--- config.mk ---
export PLATFORM = sky130hd
export DESIGN_NAME = fl_lut_nine_ten
export DESIGN_NICKNAME = d
export VERILOG_FILES = /design/src/fl_pkg.sv /design/src/fl_entry_if.sv /design/src/fl_lut_entry.sv /design/src/fl_lut_nine_ten.sv
export SDC_FILE = /design/constraint.sdc
export NUM_CORES = 1
export LEC_CHECK = 0
export ABC_AREA = 1
export BUFFER_PORTS_ARGS = -buffer_cell sky130_fd_sc_hd__clkbuf_2
export CAP_MARGIN = 30
export CORE_ASPECT_RATIO = 0.5
export CORE_MARGIN = 5
export CORE_UTILIZATION = 55
export DETAILED_ROUTE_END_ITERATION = 8
export GPL_ROUTABILITY_DRIVEN = 0
export PLACE_DENSITY = 0.8
export REMOVE_ABC_BUFFERS = 1
export SYNTH_ARGS = -nofsm -noshare
export SYNTH_HDL_FRONTEND = slang
export SYNTH_SLANG_ARGS = --single-unit
--- constraint.sdc ---
create_clock -name pclk -period 3 [get_ports pclk]
set_clock_uncertainty 0.1 [all_clocks]
set_input_delay 0.3 -clock pclk [delete_from_list [all_inputs] [get_ports pclk]]
set_output_delay 0.3 -clock pclk [all_outputs]
set_load 0.1 [all_outputs]
--- src/fl_pkg.sv ---
/*
  Constants for the fan lookup table entries nine and ten: register
  indices, field positions and power-on values.
  Assumes an APB slave with 32-bit words; byte address = index * 4.
*/
`default_nettype none

package fl_pkg;

  localparam int unsigned ADDR_W = 12;

  // Register indices
  localparam logic [7:0] IDX_CFG  = 8'h4A;
  localparam logic [7:0] IDX_TOFS = 8'h4E;
  localparam logic [7:0] IDX_STAT = 8'h50;
  localparam logic [7:0] IDX_T9   = 8'h60;
  localparam logic [7:0] IDX_D9   = 8'h61;
  localparam logic [7:0] IDX_T10  = 8'h62;
  localparam logic [7:0] IDX_D10  = 8'h63;

  // Configuration fields
  localparam int unsigned CFG_TEMP_HR_BIT = 0;
  localparam int unsigned CFG_DUTY_HR_BIT = 1;
  localparam int unsigned CFG_FREQ_22K_BIT = 2;
  localparam int unsigned CFG_WEN_BIT     = 5;

  // Status fields
  localparam int unsigned STAT_HIT9_BIT  = 8;
  localparam int unsigned STAT_HIT10_BIT = 9;
  localparam int unsigned STAT_ACT_BIT   = 10;

  // Entry fields
  localparam int unsigned TEMP_HALF_BIT = 7;

  // Power-on values
  localparam logic [7:0] CFG_RST  = 8'h00;
  localparam logic [7:0] TOFS_RST = 8'h00;
  localparam logic [7:0] THR_RST  = 8'h7F;
  localparam logic [7:0] DUTY_RST = 8'h3F;
  localparam logic [7:0] PWM_RST  = 8'h00;

endpackage : fl_pkg

`default_nettype wire
--- src/fl_entry_if.sv ---
/*
  Carrier between the register bank and one table entry evaluator.
  Assumes the bank drives settings and the evaluator answers
  combinationally.
*/
`default_nettype none

interface fl_entry_if;
  logic [7:0] thr;
  logic [7:0] duty;
  logic       temp_hr;
  logic       duty_hr;
  logic       freq_22k;
  logic [7:0] tofs;
  logic [8:0] temp;
  logic       hit;
  logic [7:0] pwm;

  modport entry (
    input  thr, duty, temp_hr, duty_hr, freq_22k, tofs, temp,
    output hit, pwm
  );
  modport bank (
    output thr, duty, temp_hr, duty_hr, freq_22k, tofs, temp,
    input  hit, pwm
  );
endinterface : fl_entry_if

`default_nettype wire

--- src/fl_lut_entry.sv ---
/*
  One lookup table entry: effective threshold, comparison against the
  remote temperature and the duty value it selects.
  Assumes temperature in half degree units, unsigned, 0..255.5 C.
*/
`default_nettype none

module fl_lut_entry
  import fl_pkg::*;
(
  fl_entry_if.entry e
);

  logic       thr_half;
  logic [9:0] thr_eff;
  logic [9:0] temp_cmp;
  logic [1:0] ext;

  always_comb begin
    // Half degree bit only counts in fine mode
    thr_half = e.temp_hr ? e.thr[TEMP_HALF_BIT] : 1'b0;
    // 0..127.5 C or 0..127 C, offset in whole degrees
    thr_eff  = {2'b00, e.thr[6:0], thr_half}
             + {1'b0, e.tofs, 1'b0};
    // Nine bits compared in fine mode, eight in coarse; sign taken as 0
    temp_cmp = {1'b0, e.temp[8:1],
                e.temp_hr ? e.temp[0] : 1'b0};
    e.hit    = temp_cmp > thr_eff;
    ext      = (e.duty_hr && e.freq_22k) ? e.duty[7:6]
                                         : 2'b00;
    e.pwm    = {ext, e.duty[5:0]};
  end

endmodule // fl_lut_entry

`default_nettype wire

--- src/fl_lut_nine_ten.sv ---
/*
  Register bank for fan lookup table entries nine and ten, with the
  configuration, table offset and status words, and the PWM duty pick.
  Assumes an APB master on pclk and a remote temperature sample that is
  synchronous to pclk, in half degree units.
*/
// The APB slave port is this design's own decision.
`default_nettype none

module fl_lut_nine_ten
  import fl_pkg::*;
(
  input  wire logic              pclk,
  input  wire logic              presetn,
  input  wire logic              psel,
  input  wire logic              penable,
  input  wire logic              pwrite,
  input  wire logic [ADDR_W-1:0] paddr,
  input  wire logic [31:0]       pwdata,
  input  wire logic [3:0]        pstrb,
  output logic      [31:0]       prdata,
  output logic                   pready,
  output logic                   pslverr,
  input  wire logic [8:0]        remote_temp,
  output logic      [7:0]        pwm_duty,
  output logic                   lut_active
);

  logic [7:0]  cfg_q,    cfg_d;
  logic [7:0]  tofs_q,   tofs_d;
  logic [7:0]  thr9_q,   thr9_d;
  logic [7:0]  duty9_q,  duty9_d;
  logic [7:0]  thr10_q,  thr10_d;
  logic [7:0]  duty10_q, duty10_d;
  logic [31:0] prdata_q, prdata_d;
  logic [7:0]  pwm_q,    pwm_d;
  logic        act_q,    act_d;
  logic [7:0]  idx;
  logic        aligned;
  logic        mapped;
  logic        wr_en;
  logic        tab_wen;
  logic        temp_hr;
  logic        duty_hr;
  logic [7:0]  thr_wval;
  logic [7:0]  duty_wval;
  logic [7:0]  rd_word;

  fl_entry_if e9_if ();
  fl_entry_if e10_if ();

  // Address decode
  always_comb begin
    idx     = paddr[9:2];
    aligned = (paddr[1:0] == 2'b00) && (paddr[ADDR_W-1:10] == 2'b00);
    mapped  = aligned && (idx == IDX_CFG  || idx == IDX_TOFS ||
                          idx == IDX_STAT || idx == IDX_T9   ||
                          idx == IDX_D9   || idx == IDX_T10  ||
                          idx == IDX_D10);
  end

  assign pready  = 1'b1;
  assign pslverr = psel && penable && !mapped;
  assign prdata  = prdata_q;

  always_comb begin
    tab_wen = cfg_q[CFG_WEN_BIT];
    temp_hr = cfg_q[CFG_TEMP_HR_BIT];
    duty_hr = cfg_q[CFG_DUTY_HR_BIT];
    wr_en   = psel && penable && pwrite && mapped && pstrb[0];
    // Coarse modes store the unused bits as zero
    thr_wval  = temp_hr ? pwdata[7:0]
                        : {1'b0, pwdata[6:0]};
    duty_wval = duty_hr ? pwdata[7:0]
                        : {2'b00, pwdata[5:0]};
  end

  // Register writes
  always_comb begin
    cfg_d    = cfg_q;
    tofs_d   = tofs_q;
    thr9_d   = thr9_q;
    duty9_d  = duty9_q;
    thr10_d  = thr10_q;
    duty10_d = duty10_q;
    if (wr_en) begin
      if (idx == IDX_CFG) begin
        cfg_d = pwdata[7:0];
      end
      if (idx == IDX_TOFS) begin
        tofs_d = pwdata[7:0];
      end
      // Table words ignore writes while write enable is clear
      if (tab_wen) begin
        if (idx == IDX_T9) begin
          thr9_d = thr_wval;
        end
        if (idx == IDX_D9) begin
          duty9_d = duty_wval;
        end
        if (idx == IDX_T10) begin
          thr10_d = thr_wval;
        end
        if (idx == IDX_D10) begin
          duty10_d = duty_wval;
        end
      end
    end
  end

  always_ff @(posedge pclk or negedge presetn) begin
    if (!presetn) begin
      cfg_q    <= CFG_RST;
      tofs_q   <= TOFS_RST;
      thr9_q   <= THR_RST;
      duty9_q  <= DUTY_RST;
      thr10_q  <= THR_RST;
      duty10_q <= DUTY_RST;
    end else begin
      cfg_q    <= cfg_d;
      tofs_q   <= tofs_d;
      thr9_q   <= thr9_d;
      duty9_q  <= duty9_d;
      thr10_q  <= thr10_d;
      duty10_q <= duty10_d;
    end
  end

  // Read data, captured in the setup cycle
  always_comb begin
    rd_word  = 8'h00;
    prdata_d = prdata_q;
    unique case (idx)
      IDX_CFG:  rd_word = cfg_q;
      IDX_TOFS: rd_word = tofs_q;
      // Unused bits read as zero in coarse modes
      IDX_T9:   rd_word = temp_hr ? thr9_q
                                  : {1'b0, thr9_q[6:0]};
      IDX_T10:  rd_word = temp_hr ? thr10_q
                                  : {1'b0, thr10_q[6:0]};
      IDX_D9:   rd_word = duty_hr ? duty9_q
                                  : {2'b00, duty9_q[5:0]};
      IDX_D10:  rd_word = duty_hr ? duty10_q
                                  : {2'b00, duty10_q[5:0]};
      default:  rd_word = 8'h00;
    endcase
    if (psel && !penable && !pwrite) begin
      if (!mapped) begin
        prdata_d = 32'h0000_0000;
      end else if (idx == IDX_STAT) begin
        prdata_d = {21'h00_0000, act_q, e10_if.hit, e9_if.hit, pwm_q};
      end else begin
        prdata_d = {24'h00_0000, rd_word};
      end
    end
  end

  always_ff @(posedge pclk or negedge presetn) begin
    if (!presetn) begin
      prdata_q <= 32'h0000_0000;
    end else begin
      prdata_q <= prdata_d;
    end
  end

  // Entry evaluators
  always_comb begin
    e9_if.thr       = thr9_q;
    e9_if.duty      = duty9_q;
    e9_if.temp_hr   = temp_hr;
    e9_if.duty_hr   = duty_hr;
    e9_if.freq_22k  = cfg_q[CFG_FREQ_22K_BIT];
    e9_if.tofs      = tofs_q;
    e9_if.temp      = remote_temp;
    e10_if.thr      = thr10_q;
    e10_if.duty     = duty10_q;
    e10_if.temp_hr  = temp_hr;
    e10_if.duty_hr  = duty_hr;
    e10_if.freq_22k = cfg_q[CFG_FREQ_22K_BIT];
    e10_if.tofs     = tofs_q;
    e10_if.temp     = remote_temp;
  end

  fl_lut_entry u_entry9 (
    .e (e9_if.entry)
  );

  fl_lut_entry u_entry10 (
    .e (e10_if.entry)
  );

  // Higher entry wins; no hit leaves the output at zero
  always_comb begin
    pwm_d = PWM_RST;
    act_d = 1'b0;
    if (e10_if.hit) begin
      pwm_d = e10_if.pwm;
      act_d = 1'b1;
    end else if (e9_if.hit) begin
      pwm_d = e9_if.pwm;
      act_d = 1'b1;
    end
  end

  always_ff @(posedge pclk or negedge presetn) begin
    if (!presetn) begin
      pwm_q <= PWM_RST;
      act_q <= 1'b0;
    end else begin
      pwm_q <= pwm_d;
      act_q <= act_d;
    end
  end

  assign pwm_duty   = pwm_q;
  assign lut_active = act_q;

  // Independent model of entries nine and ten for checking
  logic [9:0] chk_thr9;
  logic [9:0] chk_thr10;
  logic [9:0] chk_temp;
  logic       chk_hit9;
  logic       chk_hit10;
  logic [7:0] chk_duty9;
  logic [7:0] chk_duty10;

  always_comb begin
    chk_thr9  = temp_hr ? {2'b00, thr9_q[6:0], thr9_q[7]}
                        : {2'b00, thr9_q[6:0], 1'b0};
    chk_thr9  = chk_thr9 + {1'b0, tofs_q, 1'b0};
    chk_thr10 = temp_hr ? {2'b00, thr10_q[6:0], thr10_q[7]}
                        : {2'b00, thr10_q[6:0], 1'b0};
    chk_thr10 = chk_thr10 + {1'b0, tofs_q, 1'b0};
    chk_temp  = temp_hr ? {1'b0, remote_temp}
                        : {1'b0, remote_temp[8:1], 1'b0};
    chk_hit9  = chk_temp > chk_thr9;
    chk_hit10 = chk_temp > chk_thr10;
    chk_duty9 = (duty_hr && cfg_q[CFG_FREQ_22K_BIT]) ? duty9_q
                : {2'b00, duty9_q[5:0]};
    chk_duty10 = (duty_hr && cfg_q[CFG_FREQ_22K_BIT]) ? duty10_q
                 : {2'b00, duty10_q[5:0]};
  end
endmodule // fl_lut_nine_ten

`default_nettype wire

Word level (Yosys, flattened, before mapping). Index checks and enable logic that the tools add are counted.

Bitwise logic cells: 0. Shift operators: 0. Reduce and logical (&&, ||, !) cells: 27. Add/sub/neg operators: 2. Eq/ne operators: 7. Multipliers: 0. Muxes and demuxes: 18. Magnitude comparators: 2. Div/mod/pow operators: 0.

Operators with widths (number): $mux 8 (8); $eq 8x7->1 const B (7); $pmux 8 s6 (1); $mux 11 (2); $add 8x9->10 (2); $gt 9x10->1 (2); $reduce_and 3->1 (4); $logic_and 1x1->1 (10); $logic_or 1x1->1 (6); $mux 1 (5); $logic_not 2->1 (2); $mux 2 (2); $reduce_and 2->1 (2); $logic_not 1->1 (3).

Word-level logic and storage cells: 65. Bits in latches: 0. Memories: 0. Bits in registers: 89. Bits in writable memories: 0. Input bits: 62. Output and inout bits: 43. Memory bits (read-only): 0.

Depth between registers and ports, before layout.
Word-level depth: 11. Gate-level depth with buffers: 18. Mapped depth without buffers: 18.

Cells and area by module. A second synthesis with hierarchy kept.

Cells, all modules: 665. Area total of the unflattened synthesis: 4989.8 um^2.

By module, submodules not included: fl_lut_nine_ten (area each 3821.2 um^2, times used 1, cells each 486, sequential area each 1734.2 um^2); fl_lut_entry at u_entry10 (area each 584.3 um^2, times used 1, cells each 90, sequential area each 0.0 um^2); fl_lut_entry at u_entry9 (area each 584.3 um^2, times used 1, cells each 89, sequential area each 0.0 um^2).

Least setup slack after synthesis. OpenSTA, ideal clock, no wires.

Path type: flip-flop to flip-flop. Start point: register thr10_q[0], in the netlist e10_if.thr[0]. End point: register pwm_q[0], in the netlist pwm_duty[0]. Setup time: 0.117 ns. Cell stages (with the launch flop): 19. Arrival time: 2.569 ns. Buffers on the path: 0. Path slack: 0.214 ns. Cell sequence: dfstp_2 > ha_1 > inv_1 > fa_1 > nand3b_1 > nand2_1 > xor2_1 > ha_1 > nand2_1 > nor2_1 > nand2_1 > nand3_1 > nand2_1 > nand2_1 > nand2_1 > nand2_1 > nand2_2 > nand2_1 > nand2_1.

Word-level cells in the longest chain between the ends: 3.

RTL lines: start, declared (line fl_lut_nine_ten.sv:33) `logic [7:0] thr10_q, thr10_d;`; start signal, assigned (line fl_lut_nine_ten.sv:124) `thr10_q <= thr10_d;`; $add 8x9->10 (line fl_lut_entry.sv:24) `+ {1'b0, e.tofs, 1'b0};`; $gt 9x10->1 (line fl_lut_entry.sv:28) `e.hit = temp_cmp > thr_eff;`; $mux 8 (line fl_lut_nine_ten.sv:196) `if (e10_if.hit) begin`; named net pwm_d[0] (line fl_lut_nine_ten.sv:36) `logic [7:0] pwm_q, pwm_d;`; end signal, assigned (line fl_lut_nine_ten.sv:210) `pwm_q <= pwm_d;`; end, declared (line fl_lut_nine_ten.sv:36).

The timed path passes the listed nets, and every way through them passes these cells. A chain may end at the register's enable or synchronous reset.

Final worst setup path.
Start point: register thr9_q[0], in the netlist e9_if.thr[0]. End point: register pwm_q[7], in the netlist pwm_duty[7].

Word-level cells in the longest chain between the ends: 4.

RTL lines: start, declared (line fl_lut_nine_ten.sv:31) `logic [7:0] thr9_q, thr9_d;`; start signal, assigned (line fl_lut_nine_ten.sv:122) `thr9_q <= thr9_d;`; $add 8x9->10 (line fl_lut_entry.sv:24); $gt 9x10->1 (line fl_lut_entry.sv:28); $mux 8 (line fl_lut_nine_ten.sv:199) `end else if (e9_if.hit) begin`; $mux 8 (line fl_lut_nine_ten.sv:196); named net pwm_d[7] (line fl_lut_nine_ten.sv:36).

The timed path passes the listed nets, and every way through them passes these cells.

==> summary.txt <==
CTS
  • Reg clk slew, reported paths: 0.05 ns
  • CTS max path bufs: 2
  • # clock sinks: 68
  • Clk Latency, worst-skew pair: 0.33 ns
  • H-tree levels: 3
  • Total CTS buffers: 9
  • CTS root buf: clkbuf_16
  • CTS tree: done

Layout
  • Most frequent cells in the layout: nand2_1 (166), inv_1 (92), nand3_1 (61)
  • Seq. cell area: 0.00173 sq mm
  • Fillcell total: 766
  • Commonest non-fill, non-tap cell in the layout: nand2_1
  • Final Util: 64.7%
  • Area of the multi-input gates: 0.00272 sq mm
  • Final #Nets: 816
  • Area delta synth->final: 14.6%
  • Post-route cell area: 0.00566 sq mm
  • Ratio of cells with drive above 1 in the final layout: 21.5%
  • # diodes: 0

Route
  • Antenna Nets Post-Route: 0
  • Remaining DRCs: 0
  • WL final: 13.1 mm
  • Total vias in the final route: 4527
  • Drt pass-1 iters: 5
  • Initial drt markers: 295
  • WL/cell: 15.6 microns
  • Via density: 5.38

Floorplan
  • Top Ports: 105
  • Core area: 0.00874 sq mm
  • Die width: 144 microns
  • Die Ht: 77.0 microns
  • Rows: 24
  • Initial Util: 56.5%
  • Die area: 0.0111 sq mm

Critical path
  • Worst-case reg-to-reg path depth: 18
  • WS Path Type: reg -> reg
  • CP bufs+invs: 3
  • CP Capture Type: flop
  • CP most frequent cell: nor2_2
  • R2R Path Start: e9_if.thr[0]
  • CP Launch Type: flop
  • Crit-path cells: ha_2 > inv_1 > fa_2 > nor2_2 > nor2_2 > xor2_1 > ha_1 > nand2_2 > nor2_2 > buf_4 > nand4_1 > nand3_1 > nor2_1 > nand2_2 > buf_12 > nor2_2 > nand2_1 > nand2_1
  • R2R Path End: pwm_duty[7]
  • Crit path DAT: 3.12 ns
  • Reg2Reg Setup Slack: 0.03 ns
  • CP max stage cell: dfstp_2
  • WP depth: 18
  • CP startpoint: e9_if.thr[0]
  • Max incr delay on CP: 0.54 ns
  • Largest delay share family, worst path: simple AND/OR/NAND/NOR gates
  • Setup crit end: pwm_duty[7]
  • Crit path max fanout: 10
  • Critical Path RT: 3.16 ns

Worst hold path
  • Hold path cells: 3
  • Hold/Removal Path Class: in -> reg

Timing
  • Post-layout min period: 2.97 ns
  • Hold Fails Final Rpt: 0
  • Unrepaired setup endpoints after global routing: true
  • Worst-margin pin slew: 0.749 ns
  • Fin crit share: 98.8%
  • TNS Setup: 0 ns
  • Setup-failing EPs final: 0
  • Pins Over Slew Limit: 0
  • Final setup margin: 0.0349 ns
  • Fmax achieved: 337 MHz
  • Slew HR: 50.0%

Job
  • Maxcap violations: 0

Place
  • Place WS: -0.0438 ns
  • Placed Area: 0.00529 sq mm
  • I/O Buffers: 55
  • Detailed placer's ending HPWL: 9.55 mm

GRT
  • Largest net degree at the start of global routing: 43
  • Initial antenna violation count: 0
  • Vias in the first global route: 4443
  • First-pass GRT wire length: 21.5 mm
  • GR Overflow Total: 0
  • Tot GR Track Use: 24.2%

Outcome
  • Status: completed

Yosys
  • Cells after Synth: 654
  • Seq/Total Area, Yosys: 35.1%
  • Netlist Area Pre-Place: 0.00494 sq mm
  • Mapped Avg Cell Area: 7.55 sq um
  • YS warnings: 0
  • Synth unique cells: 40
  • Flop and latch count out of synthesis: 68

Pwr
  • Power Density: 381 mW/mm^2
  • Power after layout: 2.16 mW
  • Max rail drop VDD: 0.276 mV
  • Pleak: 3.08 nW
layout make-up:
cell class | count | share of cell area [%]
clock inverters | 4 | 0.442
well taps | 117 | 2.59
flip-flops and latches | 68 | 30.7
clock buffers | 12 | 4.53
repair buffers | 70 | 7.26
inverters | 98 | 6.50
multi-input cells | 473 | 48.0
worst reg2reg max path: stages, from the launching register on:
cell and delay (ns):
dfstp_2 0.54, ha_2 0.18, inv_1 0.06, fa_2 0.36, nor2_2 0.13, nor2_2 0.07, xor2_1 0.16, ha_1 0.33
nand2_2 0.09, nor2_2 0.05, buf_4 0.13, nand4_1 0.06, nand3_1 0.07, nor2_1 0.13, nand2_2 0.08, buf_12 0.15
nor2_2 0.08, nand2_1 0.06, nand2_1 0.07
per-layer routing:
| layer | vias to the layer above | part of all wire (%) | GRT usage [%] |
|---|---|---|---|
| met2 | 205 | 47 | 38.7 |
| met4 | 0 | 1.7 | 6.86 |
| met1 | 2109 | 41 | 33.3 |
| met5 | - | 0 | 0 |
| met3 | 25 | 9.8 | 5.16 |
| li1 | 2188 | - | - |
through the flow:
step	hold slack, ns	cells
after floorplan	-0.0956	639
after global placement	0.00801	825
after detailed placement	0.0117	825
after CTS	0.153	842
after global routing	0.189	842
final	0.171	842
repair_timing:
action / in CTS / in global routing
setup endpoints to repair: 10 / 11
pin swaps: 1 / 4
resized for setup: 5 / 21
setup buffers: 0 / 0
hold buffers: 1 / 0
hold endpoints to repair: 16 / 0
where the power goes:
group | internal, mW | switching, mW | leakage, nW
clock network | 0.601 | 0.384 | 0.135
registers | 0.920 | 0.0000452 | 0.746
logic | 0.0416 | 0.211 | 2.20
synthesized netlist by cell type, drive strengths merged:
| master | n | area [sq um] |
|---|---|---|
| nand2 | 177 | 689 |
| nor2 | 48 | 228 |
| fa | 2 | 40.0 |
| o22ai | 8 | 50.1 |
| xor2 | 11 | 96.3 |
| o21ai | 34 | 170 |
| o311ai | 1 | 8.76 |
| buf | 33 | 254 |
| nand3 | 63 | 333 |
| ha | 32 | 400 |
| dfrtp | 42 | 1050 |
| nor3 | 4 | 25.0 |
| xnor2 | 1 | 8.76 |
| clkinv | 2 | 7.51 |
| nand3b | 9 | 67.6 |
| clkbuf | 2 | 7.51 |
| a21o | 1 | 7.51 |
| inv | 96 | 360 |
| conb | 2 | 7.51 |
| dfstp | 26 | 683 |
| nor4 | 2 | 27.5 |
| and3 | 1 | 6.26 |
| nand4 | 6 | 58.8 |
| o21bai | 36 | 270 |
| a21oi | 14 | 70.1 |
| o211ai | 1 | 7.51 |
logic make-up after synthesis:
| group | after synthesis | synth area share [%] |
|---|---|---|
| simple gates | 310 | 29.1 |
| buf+inv | 133 | 12.8 |
| compound gates | 95 | 11.8 |
| flops | 68 | 35.1 |
| fa+ha+maj | 34 | 8.92 |
| xor+xnor | 12 | 2.13 |
| other cells | 2 | 0.152 |
how the worst min path moves through the flow:
| stage | slack [ns] | end | startpoint |
|---|---|---|---|
| finish | 0.17 | e10_if.thr[6] | pwdata[6] |
| global placement | 0.008 | pwm_duty[0] | presetn |
| floorplan | -0.1 | cfg_q[0] | presetn |
| global route | 0.19 | cfg_q[7] | pwdata[7] |
| detailed placement | 0.01 | pwm_duty[0] | presetn |
| CTS | 0.15 | e10_if.thr[6] | pwdata[6] |
registers in the layout, indices dropped and copies added (netlist names):
name / count
prdata: 11
cfg_q: 8
e10_if.tofs: 8
duty10_q: 8
pwm_duty: 8
lut_active: 1
duty9_q: 8
e10_if.thr: 8
e9_if.thr: 8
Note: power is estimated with default switching activity, not from simulation.
